[config.mk]
export PLATFORM = sky130hd
export DESIGN_NAME = cmb_msg_buffer
export DESIGN_NICKNAME = d
export VERILOG_FILES = /design/src/cmb_dummy_placeholder_removed.sv /design/src/cmb_pkg.sv /design/src/cmb_msg_buffer.sv /design/src/cmb_len_clip.sv /design/src/cmb_id_codec.sv
export SDC_FILE = /design/constraint.sdc
export NUM_CORES = 1
export LEC_CHECK = 0
export BUFFER_PORTS_ARGS = -buffer_cell sky130_fd_sc_hd__buf_2
export CAP_MARGIN = 15
export CORE_MARGIN = 10
export CORE_UTILIZATION = 25
export CTS_BUF_LIST = sky130_fd_sc_hd__clkbuf_4 sky130_fd_sc_hd__clkbuf_8 sky130_fd_sc_hd__clkbuf_16
export DETAILED_ROUTE_END_ITERATION = 8
export PLACE_DENSITY = 0.46
export SYNTH_ARGS = -nofsm -noshare
export SYNTH_HDL_FRONTEND = slang
export SYNTH_SLANG_ARGS = --single-unit
[constraint.sdc]
create_clock -name pclk -period 4 [get_ports pclk]
set_input_delay 0.2 -clock pclk [delete_from_list [all_inputs] [get_ports pclk]]
set_output_delay 0.2 -clock pclk [all_outputs]
set_load 0.02 [all_outputs]
[src/cmb_dummy_placeholder_removed.sv]
// Intentionally empty file holding no design code.

[src/cmb_pkg.sv]
// Constants and types shared by the CAN message buffer block.
`default_nettype none
package cmb_pkg;

   // ----------------------------------------------------------------
   // Register indices; byte address is four times the index.
   // ----------------------------------------------------------------
   localparam logic [3:0] IDX_STATUS = 4'h0;
   localparam logic [3:0] IDX_STAMP  = 4'h2;
   localparam logic [3:0] IDX_PAY3   = 4'h4;
   localparam logic [3:0] IDX_PAY2   = 4'h6;
   localparam logic [3:0] IDX_PAY1   = 4'h8;
   localparam logic [3:0] IDX_PAY0   = 4'ha;
   localparam logic [3:0] IDX_IDLO   = 4'hc;
   localparam logic [3:0] IDX_IDHI   = 4'he;

   // Storage slots, one per register (index divided by two).
   localparam logic [2:0] W_STATUS = 3'h0;
   localparam logic [2:0] W_STAMP  = 3'h1;
   localparam logic [2:0] W_PAY3   = 3'h2;
   localparam logic [2:0] W_PAY2   = 3'h3;
   localparam logic [2:0] W_PAY1   = 3'h4;
   localparam logic [2:0] W_PAY0   = 3'h5;
   localparam logic [2:0] W_IDLO   = 3'h6;
   localparam logic [2:0] W_IDHI   = 3'h7;

   // ----------------------------------------------------------------
   // Field positions.
   // ----------------------------------------------------------------
   localparam int STAT_DLC_LSB  = 12;
   localparam int STAT_PRIO_LSB  = 4;
   localparam int STAT_STATE_LSB = 0;
   localparam int STAT_BUSY_BIT  = 0;
   localparam int IDH_ID_LSB     = 5;
   localparam int IDH_RTR_BIT    = 4;
   localparam int IDH_SRR_BIT    = 4;
   localparam int IDH_IDE_BIT    = 3;
   localparam int IDH_EXTM_LSB   = 0;
   localparam int IDL_EXTL_LSB   = 1;
   localparam int IDL_RTR_BIT    = 0;

   // ----------------------------------------------------------------
   // Values.
   // ----------------------------------------------------------------
   localparam logic [15:0] WORD_RESET      = 16'h0000;
   localparam logic [15:0] STAT_READ_MASK  = 16'hf0ff;
   localparam logic [3:0]  MAX_BYTES       = 4'h8;
   localparam logic [15:0] INVALID_WORD    = 16'h0000;
   localparam logic [31:0] PRDATA_IDLE     = 32'h0000_0000;

   // ----------------------------------------------------------------
   // Block state.
   // ----------------------------------------------------------------
   typedef struct packed {
      logic [7:0][15:0] word;
      logic [31:0]      prdata;
      logic             pslverr;
      logic [28:0]      tx_id;
      logic             tx_ide;
      logic             tx_rtr;
      logic             tx_srr;
      logic [3:0]       tx_count;
      logic [63:0]      tx_data;
   } cmb_state_t;

endpackage
`default_nettype wire

[src/cmb_msg_buffer.sv]
// One CAN message buffer object with an APB register port and an engine port.
`timescale 1ns/1ps
`default_nettype none
module cmb_msg_buffer (
   input  wire logic        pclk,           // Clock, 40 MHz.
   input  wire logic        presetn,        // Asynchronous reset, active low.
   input  wire logic        psel,           // APB select.
   input  wire logic        penable,        // APB enable.
   input  wire logic        pwrite,         // APB write.
   input  wire logic [7:0]  paddr,          // APB byte address.
   input  wire logic [31:0] pwdata,         // APB write data.
   input  wire logic [3:0]  pstrb,          // APB byte strobes.
   output logic      [31:0] prdata,         // APB read data.
   output logic             pready,         // APB ready.
   output logic             pslverr,        // APB error.
   input  wire logic        eng_rx_store,   // Engine stores a received frame.
   input  wire logic [28:0] eng_rx_id,      // Received identifier, right aligned.
   input  wire logic        eng_rx_ide,     // Received extension bit.
   input  wire logic        eng_rx_rtr,     // Received remote bit.
   input  wire logic        eng_rx_srr,     // Received substitute bit.
   input  wire logic [3:0]  eng_rx_dlc,     // Received length code.
   input  wire logic [63:0] eng_rx_data,    // Received payload, byte one on top.
   input  wire logic [15:0] eng_rx_buffer_time_stamp,    // Time stamp of the reception.
   input  wire logic        eng_state_wr,   // Engine updates the state code.
   input  wire logic [3:0]  eng_state,      // New buffer state code.
   output logic      [28:0] tx_id,          // Identifier to send.
   output logic             tx_ide,         // Extension bit to send.
   output logic             tx_rtr,         // Remote bit to send.
   output logic             tx_srr,         // Substitute bit to send.
   output logic      [3:0]  tx_byte_count,  // Payload bytes to send, 0 to 8.
   output logic      [63:0] tx_data,        // Payload, unused bytes zero.
   output logic      [3:0]  tx_prio,        // Transmit priority code.
   output logic      [3:0]  buf_state       // Buffer state code.
);

   // ----------------------------------------------------------------
   // Address decode.
   // ----------------------------------------------------------------
   // Returns {hit, slot}; only word-aligned even indices are mapped.
   function automatic logic [3:0] word_sel(input logic [7:0] addr);
      logic [3:0] idx;
      idx = addr[5:2];
      if (addr[1:0] == 2'b00 && addr[7:6] == 2'b00 && !idx[0]) begin
         word_sel = {1'b1, idx[3:1]};
      end else begin
         word_sel = 4'h0;
      end
   endfunction

   cmb_pkg::cmb_state_t st_ff;
   cmb_pkg::cmb_state_t nxt_st;

   logic [3:0]  rd_sel;
   logic [3:0]  wr_sel;
   logic        busy;
   logic        u_ide;
   logic        u_rtr;
   logic        u_srr;
   logic [28:0] u_id;
   logic [15:0] p_idh;
   logic [15:0] p_idl;
   logic [3:0]  tx_cnt;
   logic [63:0] tx_mask;
   logic [63:0] rx_mask;
   logic [63:0] rx_kept;
   logic [63:0] tx_raw;

   assign rd_sel = word_sel(paddr);
   assign wr_sel = rd_sel;
   assign busy   = st_ff.word[cmb_pkg::W_STATUS][cmb_pkg::STAT_BUSY_BIT];

   // ----------------------------------------------------------------
   // Format helpers.
   // ----------------------------------------------------------------
   cmb_id_codec u_codec (
      .idh_in (st_ff.word[cmb_pkg::W_IDHI]),
      .idl_in (st_ff.word[cmb_pkg::W_IDLO]),
      .u_ide  (u_ide),
      .u_rtr  (u_rtr),
      .u_srr  (u_srr),
      .u_id   (u_id),
      .p_id   (eng_rx_id),
      .p_ide  (eng_rx_ide),
      .p_rtr  (eng_rx_rtr),
      .p_srr  (eng_rx_srr),
      .p_idh  (p_idh),
      .p_idl  (p_idl)
   );

   cmb_len_clip u_tx_len (
      .dlc       (st_ff.word[cmb_pkg::W_STATUS][cmb_pkg::STAT_DLC_LSB +: 4]),
      .remote    (u_rtr),
      .count     (tx_cnt),
      .byte_mask (tx_mask)
   );

   cmb_len_clip u_rx_len (
      .dlc       (eng_rx_dlc),
      .remote    (eng_rx_rtr),
      .count     (),
      .byte_mask (rx_mask)
   );

   assign rx_kept = eng_rx_data & rx_mask;

   assign tx_raw = {st_ff.word[cmb_pkg::W_PAY0], st_ff.word[cmb_pkg::W_PAY1],
                    st_ff.word[cmb_pkg::W_PAY2], st_ff.word[cmb_pkg::W_PAY3]};

   // ----------------------------------------------------------------
   // Next state.
   // ----------------------------------------------------------------
   always_comb begin
      nxt_st = st_ff;

      // Read data and error are settled in the setup cycle so that the
      // access phase can finish without wait states.
      if (psel && !penable) begin
         if (rd_sel[3]) begin
            if (rd_sel[2:0] == cmb_pkg::W_STATUS) begin
               nxt_st.prdata = {16'h0000, st_ff.word[rd_sel[2:0]] & cmb_pkg::STAT_READ_MASK};
            end else begin
               nxt_st.prdata = {16'h0000, st_ff.word[rd_sel[2:0]]};
            end
            nxt_st.pslverr = pwrite && busy && (rd_sel[2:0] != cmb_pkg::W_STATUS);
         end else begin
            nxt_st.prdata  = cmb_pkg::PRDATA_IDLE;
            nxt_st.pslverr = 1'b1;
         end
      end

      // Software writes; a busy buffer accepts only the low status byte.
      if (psel && penable && pwrite && wr_sel[3]) begin
         if (wr_sel[2:0] == cmb_pkg::W_STATUS) begin
            if (pstrb[0]) begin
               nxt_st.word[cmb_pkg::W_STATUS][7:0] = pwdata[7:0];
            end
            if (pstrb[1] && !busy) begin
               nxt_st.word[cmb_pkg::W_STATUS][15:12] = pwdata[15:12];
            end
         end else if (!busy) begin
            if (pstrb[0]) begin
               nxt_st.word[wr_sel[2:0]][7:0] = pwdata[7:0];
            end
            if (pstrb[1]) begin
               nxt_st.word[wr_sel[2:0]][15:8] = pwdata[15:8];
            end
         end
      end

      // Engine updates come last so that they win over a software write
      // in the same cycle.
      if (eng_rx_store) begin
         nxt_st.word[cmb_pkg::W_IDHI]  = p_idh;
         nxt_st.word[cmb_pkg::W_IDLO]  = p_idl;
         nxt_st.word[cmb_pkg::W_PAY0]  = rx_kept[63:48];
         nxt_st.word[cmb_pkg::W_PAY1]  = rx_kept[47:32];
         nxt_st.word[cmb_pkg::W_PAY2]  = rx_kept[31:16];
         nxt_st.word[cmb_pkg::W_PAY3]  = rx_kept[15:0];
         nxt_st.word[cmb_pkg::W_STAMP] = eng_rx_buffer_time_stamp;
         nxt_st.word[cmb_pkg::W_STATUS][cmb_pkg::STAT_DLC_LSB +: 4] = eng_rx_dlc;
      end
      if (eng_state_wr) begin
         nxt_st.word[cmb_pkg::W_STATUS][cmb_pkg::STAT_STATE_LSB +: 4] = eng_state;
      end

      // Transmit view of the current contents, one cycle behind storage.
      // frame format out
      nxt_st.tx_ide   = u_ide;
      nxt_st.tx_id    = u_id;
      nxt_st.tx_rtr   = u_rtr;
      nxt_st.tx_srr   = u_srr;
      nxt_st.tx_count = tx_cnt;
      nxt_st.tx_data  = tx_raw & tx_mask;
   end

   // ----------------------------------------------------------------
   // State register.
   // ----------------------------------------------------------------
   always_ff @(posedge pclk or negedge presetn) begin
      if (!presetn) begin
         st_ff <= '0;
      end else begin
         st_ff <= nxt_st;
      end
   end

   // ----------------------------------------------------------------
   // Outputs.
   // ----------------------------------------------------------------
   assign pready        = 1'b1;
   assign prdata        = st_ff.prdata;
   assign pslverr       = st_ff.pslverr;
   assign tx_id         = st_ff.tx_id;
   assign tx_ide        = st_ff.tx_ide;
   assign tx_rtr        = st_ff.tx_rtr;
   assign tx_srr        = st_ff.tx_srr;
   assign tx_byte_count = st_ff.tx_count;
   assign tx_data       = st_ff.tx_data;
   assign tx_prio       = st_ff.word[cmb_pkg::W_STATUS][cmb_pkg::STAT_PRIO_LSB +: 4];
   assign buf_state     = st_ff.word[cmb_pkg::W_STATUS][cmb_pkg::STAT_STATE_LSB +: 4];

endmodule
`default_nettype wire

[src/cmb_len_clip.sv]
// Length code clipping and payload byte mask.
`timescale 1ns/1ps
`default_nettype none
module cmb_len_clip (
   input  wire logic [3:0]  dlc,        // Stored or received length code.
   input  wire logic        remote,     // Frame is a remote frame.
   output logic      [3:0]  count,      // Payload byte count, 0 to 8.
   output logic      [63:0] byte_mask   // Ones over the valid payload bytes.
);

   assign count = (dlc > cmb_pkg::MAX_BYTES) ? cmb_pkg::MAX_BYTES : dlc;

   genvar i;
   generate
      for (i = 0; i < 8; i++) begin : g_byte
         assign byte_mask[63-8*i -: 8] = (!remote && (count > 4'(i))) ? 8'hff : 8'h00;
      end
   endgenerate

endmodule
`default_nettype wire

[src/cmb_id_codec.sv]
// Identifier word packing and unpacking for both frame formats.
`timescale 1ns/1ps
`default_nettype none
module cmb_id_codec (
   input  wire logic [15:0] idh_in,     // Stored upper identifier word.
   input  wire logic [15:0] idl_in,     // Stored lower identifier word.
   output logic             u_ide,      // Unpacked extension bit.
   output logic             u_rtr,      // Unpacked remote bit.
   output logic             u_srr,      // Unpacked substitute bit.
   output logic      [28:0] u_id,       // Unpacked identifier, right aligned.
   input  wire logic [28:0] p_id,       // Identifier to pack.
   input  wire logic        p_ide,      // Extension bit to pack.
   input  wire logic        p_rtr,      // Remote bit to pack.
   input  wire logic        p_srr,      // Substitute bit to pack.
   output logic      [15:0] p_idh,      // Packed upper identifier word.
   output logic      [15:0] p_idl       // Packed lower identifier word.
);

   assign u_ide = idh_in[cmb_pkg::IDH_IDE_BIT];

   always_comb begin
      if (u_ide) begin
         u_id  = {idh_in[15:cmb_pkg::IDH_ID_LSB], idh_in[cmb_pkg::IDH_EXTM_LSB +: 3],
                  idl_in[15:cmb_pkg::IDL_EXTL_LSB]};
         u_rtr = idl_in[cmb_pkg::IDL_RTR_BIT];
         u_srr = idh_in[cmb_pkg::IDH_SRR_BIT];
      end else begin
         u_id  = {18'h00000, idh_in[15:cmb_pkg::IDH_ID_LSB]};
         u_rtr = idh_in[cmb_pkg::IDH_RTR_BIT];
         u_srr = 1'b0;
      end
   end

   always_comb begin
      if (p_ide) begin
         p_idh = {p_id[28:18], p_srr, 1'b1, p_id[17:15]};
         p_idl = {p_id[14:0], p_rtr};
      end else begin
         // standard packing, low bits zero
         // The extension bit sits at bit 3, so only three bits are left over.
         p_idh = {p_id[10:0], p_rtr, 1'b0, 3'h0};
         p_idl = cmb_pkg::INVALID_WORD;
      end
   end

endmodule
`default_nettype wire

==> Word-level counts from Yosys, hierarchy flattened <==
Index checks and enable logic that the tools add are counted.
{ "classes": {"magnitude_cmp": 20, "n_eq_ne": 8, "n_mux": 49, "bitwise_logic": 4, "reduce_logical": 43} }
{ "ops": {"columns": ["cell", "count"], "rows": [
  ["128-bit two-way mux", 7],
  ["128-bit bitwise mux", 2],
  ["8-bit two-way mux", 19],
  ["64-bit AND", 2],
  ["116-bit two-way mux", 1],
  ["112-bit two-way mux", 1],
  ["16-bit demux with 3-bit select", 2],
  ["16-bit two-way mux", 4],
  ["16-bit binary-select mux with 3-bit select", 1],
  ["4-bit by 3-bit > comparator with 1-bit output, second input constant", 8],
  ["29-bit two-way mux", 1],
  ["4-bit two-way mux", 7],
  ["1-bit logical AND", 26],
  ["17-bit two-way mux", 1],
  ["4-bit by 1-bit > comparator with 1-bit output, second input constant", 4],
  ["4-bit by 2-bit > comparator with 1-bit output, second input constant", 4],
  ["3-bit AND reduction", 5],
  ["12-bit two-way mux", 1],
  ["3-bit by 2-bit != test with 1-bit output, second input constant", 3],
  ["4-bit > comparator, second input constant", 2],
  ["2-bit != test, second input constant", 3],
  ["1-bit logical NOT", 5],
  ["2-bit logical NOT", 2],
  ["3-bit by 4-bit less-than comparator with 1-bit output, second input constant", 1],
  ["9 further kinds", 12]
]} }
{ "totals": {"register_bits": 261, "in_bits": 171, "out_inout_bits": 142, "word_cells": 144} }

==> Depth between registers and ports, before layout <==
{ "depth": {"depth_word": 19, "mapped_depth": 7, "mapped_depth_nobuf": 4} }

==> Cells and area by module <==
From an unflattened synthesis, not the netlist that was laid out.
{ "hier_totals": {"cells_unflattened": 1298, "area_unflattened_um2": 13436.6} }
{ "modules_own_cells": {"columns": ["module", "instances", "cells_each", "area_each_um2", "seq_area_each_um2"], "rows": [
  ["cmb_msg_buffer", 1, 1074, 11737.5, 6030.8],
  ["cmb_len_clip", 2, 77, 525.5, 0.0],
  ["cmb_id_codec", 1, 70, 648.1, 0.0]
]} }

==> Least setup slack after synthesis <==
OpenSTA, ideal clock, no wires.
{ "synth_timing": {"path_kind": "input -> register", "from": "in paddr[0]", "to": "reg st_ff (netlist bit prdata[10])", "setup_time_ps": 130, "t_arrival_ps": 1504, "required_ps": 3870, "path_slack_ps": 2366, "path_stages": 6, "n_path_buf": 2, "path_cell_list": "or3_4 -> or4_1 -> buf_2 -> buf_6 -> nor2_1 -> o31ai_1"} }
{ "synth_via": {"elab_chain_len": 8, "word_cells_on_any_way": 9, "classes_between": "mux: 5; reduce/logical: 4"} }
{ "synth_lines": {"columns": ["element", "line", "source"], "rows": [
  ["start, declared", "cmb_msg_buffer.sv:10", "input wire logic [7:0] paddr,"],
  ["2-bit logical NOT *", "cmb_msg_buffer.sv:43", "if (addr[1:0] == 2'b00 && addr[7:6] == 2'b00 && !idx[0]) begin"],
  ["1-bit logical AND * (2 in a row)", "cmb_msg_buffer.sv:43", null],
  ["4-bit two-way mux *", "cmb_msg_buffer.sv:43", null],
  ["16-bit binary-select mux with 3-bit select", "cmb_msg_buffer.sv:122", "nxt_st.prdata = {16'h0000, st_ff.word[rd_sel[2:0]]};"],
  ["16-bit two-way mux (not written as such)", "cmb_msg_buffer.sv:122", null],
  ["12-bit two-way mux", "cmb_msg_buffer.sv:119", "if (rd_sel[2:0] == cmb_pkg::W_STATUS) begin"],
  ["17-bit two-way mux *", "cmb_msg_buffer.sv:118", "if (rd_sel[3]) begin"],
  ["end signal, assigned", "cmb_msg_buffer.sv:183", "st_ff <= nxt_st;"],
  ["end, declared", "cmb_msg_buffer.sv:50", "cmb_pkg::cmb_state_t st_ff;"]
]} }
Mark *: on every way between the ends. The rest lies on a longest branch, timed or not. The select of a mux whose other input is x is not followed.
A chain may end at the register's enable or synchronous reset.

==> Final worst setup path <==
{ "layout_timing": {"from": "reg st_ff (netlist bit buf_state[0])", "to": "reg st_ff[179] in the netlist's numbering"} }
{ "layout_via": {"elab_chain_len": 2} }
{ "layout_lines": {"columns": ["element"], "rows": [
  ["2-bit != test (no line)"],
  ["3-bit AND reduction (no line)"]
]} }
Every way passes these cells.

==> flow_summary.toml <==
[worst_setup_path]
arrival_ns = 3.22
crit_chain = "buf_4 -> nor2b_1 -> a41oi_1 -> a22oi_1 -> o21ai_0 -> dlygate4sd3_1"
reg2reg_slack_ns = 1.22
worst_path_largest_cell_delay_ns = 0.58
cp_max_fo = 8
crit_required_ns = 4.44
critPathSlowestCell = "dlygate4sd3_1"
startpoint_type = "flop"
end_kind = "flop"
critical_path_class = "flop to flop"

[clocking]
clkTransAtPathRegs_ns = 0.06
cts_max_path_buffers = 3
clock_sinks = 241
post_cts_resized = 0
clockRootBuffer = "clkbuf_16"
cts_setup_buffers = 0
cts_inserted_buffers = 28
cts_tree = "done"
clkLatencyLatePin_ns = 0.57
htreeDepth = 1
cts_hold_buf = 140

[outcome]
status = "finished clean"

[placement]
post_dp_cell_area_sq_mm = 0.0131
dp_cells = 1849
io_buffers = 277
place_ws_ns = 1.24
post-dp-hpwl_mm = 39.6
place.gp.congestion = 0.839

[hold_path]
hold_path_class = "primary input to flop"

[die]
die_x_um = 239
core.rowCount = 80
core_sq_mm = 0.0476
io_pins = 313
die_height_um = 239
die-area_sq_mm = 0.0573
start_util = 0.252

[sta]
skew_ns = 0.0206
rsz0062_at_grt = "false"
worstMarginPinSlew_ns = 1.08
finalHoldViolCount = 0
max_clock_freq_ghz = 0.360
setup_tns_ns = 0
fin_crit_sh = 0.695
slew_headroom = 0.273
setup_viol = 0
finalCriticalPeriod_ns = 2.78
drv_slew = 0
setup_ws_ns = 1.22

[synth]
synth_cells = 1116
synth_edf_count = 0
synthTopCellsByArea = "dfrtp_1 (50%), buf_4 (8.7%), and2_1 (6.1%)"
ys.flop_type = "dfrtp_1"
avgSynthCellArea_sq_um = 10.8
yosysUniqueCellTypes = 67
async_reset_ff_frac = 1.00
synth_largest_area_cell = "dfrtp_1"
yosys.area.top_type_share = 0.502
yosysWarnings = 0
synth_seq_area_share = 0.502
netlist_area_sq_mm = 0.0120
ys_ff_latch = 241

[cells_and_area]
drive_gt1_frac = 0.295
syn_to_final_growth_pct = 29.2
finalCoreUtilization = 0.326
finalNetCount = 1575
design_area_sq_mm = 0.0155
fill_cells = 4940
stdcell_count = 2044

[route]
drt_iter0_drc = 782
viasPerCell = 4.91
dr.pass1.iters = 5
via_count = 10000
route.detailed.drc = 0
wl_mm = 52.1
final_antenna_net_count = 0
routedWlPerCell_um = 25.5

[grt]
grt_pass1_vias = 10500
grt_overflow_total = 0
grt_max_degree = 109
grt_pass1_wl_mm = 75.1
antenna_found_initial = 5
grtUsageTotal = 0.177

[pwr]
p_per_area_mw_per_mm2 = 418
vdd_drop_max_uv = 277
p_leak_uw = 0.00747

[flow_run]
drv_cap = 0
## kinds of logic (layout without fill, tap and decap cells)
logic type / after synthesis / count (layout) / synth area share
AOI/OAI and AO/OA: 258 / 258 / 0.170
buffers and inverters: 200 / 495 / 0.109
DFF: 241 / 241 / 0.502
muxes: 71 / 71 / 0.0642
other: 2 / 20 / 0.000625
and+or+nand+nor: 344 / 344 / 0.155
## power by group
| group | leakage [uW] | internal [uW] | switching [uW] | total, uW |
|---|---|---|---|---|
| combinational | 0.00381 | 431 | 585 | 1020 |
| sequential | 0.00317 | 2610 | 153 | 2770 |
| clock | 0.000489 | 1620 | 1080 | 2710 |
| total | 0.00747 | 4670 | 1820 | 6490 |
## worst paths after layout
kind                                          startpoint                     end  cells after the start
max in group asynchronous                        presetn  st_ff[173]$_DFFE_PN0P_                      3
worst max register to register  buf_state[0]$_DFFE_PN0P_  st_ff[179]$_DFFE_PN0P_                      6
worst min-delay path                      eng_rx_data[6]  st_ff[171]$_DFFE_PN0P_                      3
min in group asynchronous                        presetn     tx_id[20]$_DFF_PN0_                      2
worst min register to register    prdata[14]$_DFFE_PN0P_  prdata[14]$_DFFE_PN0P_                      2
worst max-delay path            buf_state[0]$_DFFE_PN0P_  st_ff[179]$_DFFE_PN0P_                      6
## layout by cell type, fill, tap and decap left out, drive strengths merged, types with 10 or more instances in the layout
master and n:
nor2 112, nor2b 10, o21ai 32, mux2i 31
nor3 11, a211oi 11, a31oi 11, a21oi 20
mux2 39, dlygate4sd3 140, nand4 29, and2 119
o22ai 18, buf 299, a221o 42, a2bb2oi 11
a21bo 11, dfrtp 241, a21o 12, a211o 26
conb 17, clkbuf 41, nand2 23
## cell type report
class,instances,area [sq um],area share
antenna,3,7.51,0.000483
clock inverter,11,110,0.00709
timing repair buffer,439,2990,0.192
sequential,241,6030,0.388
inverter,4,15.0,0.000967
tap,615,769,0.0495
clock buffer,41,866,0.0557
multi-input combinational,690,4750,0.306
## flip-flops by register name, indices dropped and copies added, names as in the netlist, 4 cells and up
signal,cells
buf_state,4
prdata,16
st_ff,116
tx_byte_count,4
tx_data,64
tx_id,29
tx_prio,4
## layer usage
metal  global-route usage  wire length [um]  vias to the layer above  part of all wire
met2                0.278             23800                      399              0.46
li1                     -                 -                     4491                 -
met3               0.0338              3540                       71             0.068
met1                0.245             23700                     5078              0.45
met5                    0                14                        -           0.00027
met4               0.0423              1060                        4             0.020
## worst max-delay path, delay by kind of cell, from the launching register on
kind,cells,cell delay [ns]
AOI/OAI and AO/OA,3,0.96
DFF,1,0.40
buffers and inverters,2,0.78
and+or+nand+nor,1,0.50
## per-stage QoR
step                total power (uW)  hold slack [ns]
CTS                             6560         0.000155
global route                    6750           0.0144
finish                          6490           0.0190
floorplan                       3350          -0.0956
detailed placement              3710            0.334
global placement                3700            0.324
## synth_stat cells (3+ instances only)
cell type / number
o22ai_1: 18
and3_1: 5
nand2_1: 23
nand2b_1: 6
a31oi_1: 9
a211o_1: 26
o21bai_1: 3
dfrtp_1: 241
a2111oi_0: 5
nand4_1: 29
a21oi_1: 20
a32o_1: 5
clkbuf_1: 31
mux2i_1: 31
buf_2: 21
o32ai_1: 6
o221ai_1: 3
nor2_1: 112
or2_2: 3
nor3_1: 11
and2_1: 117
a2bb2oi_1: 11
buf_1: 4
o31ai_1: 9
a32oi_1: 8
a211oi_1: 11
a21o_1: 12
nor2b_1: 10
o21ai_1: 8
a22o_1: 5
mux2_2: 39
nand3_1: 6
buf_4: 139
a41oi_2: 3
a221o_1: 42
a21bo_2: 11
o21ai_0: 24
a22oi_1: 8
Note: power is estimated with default switching activity, not from simulation.
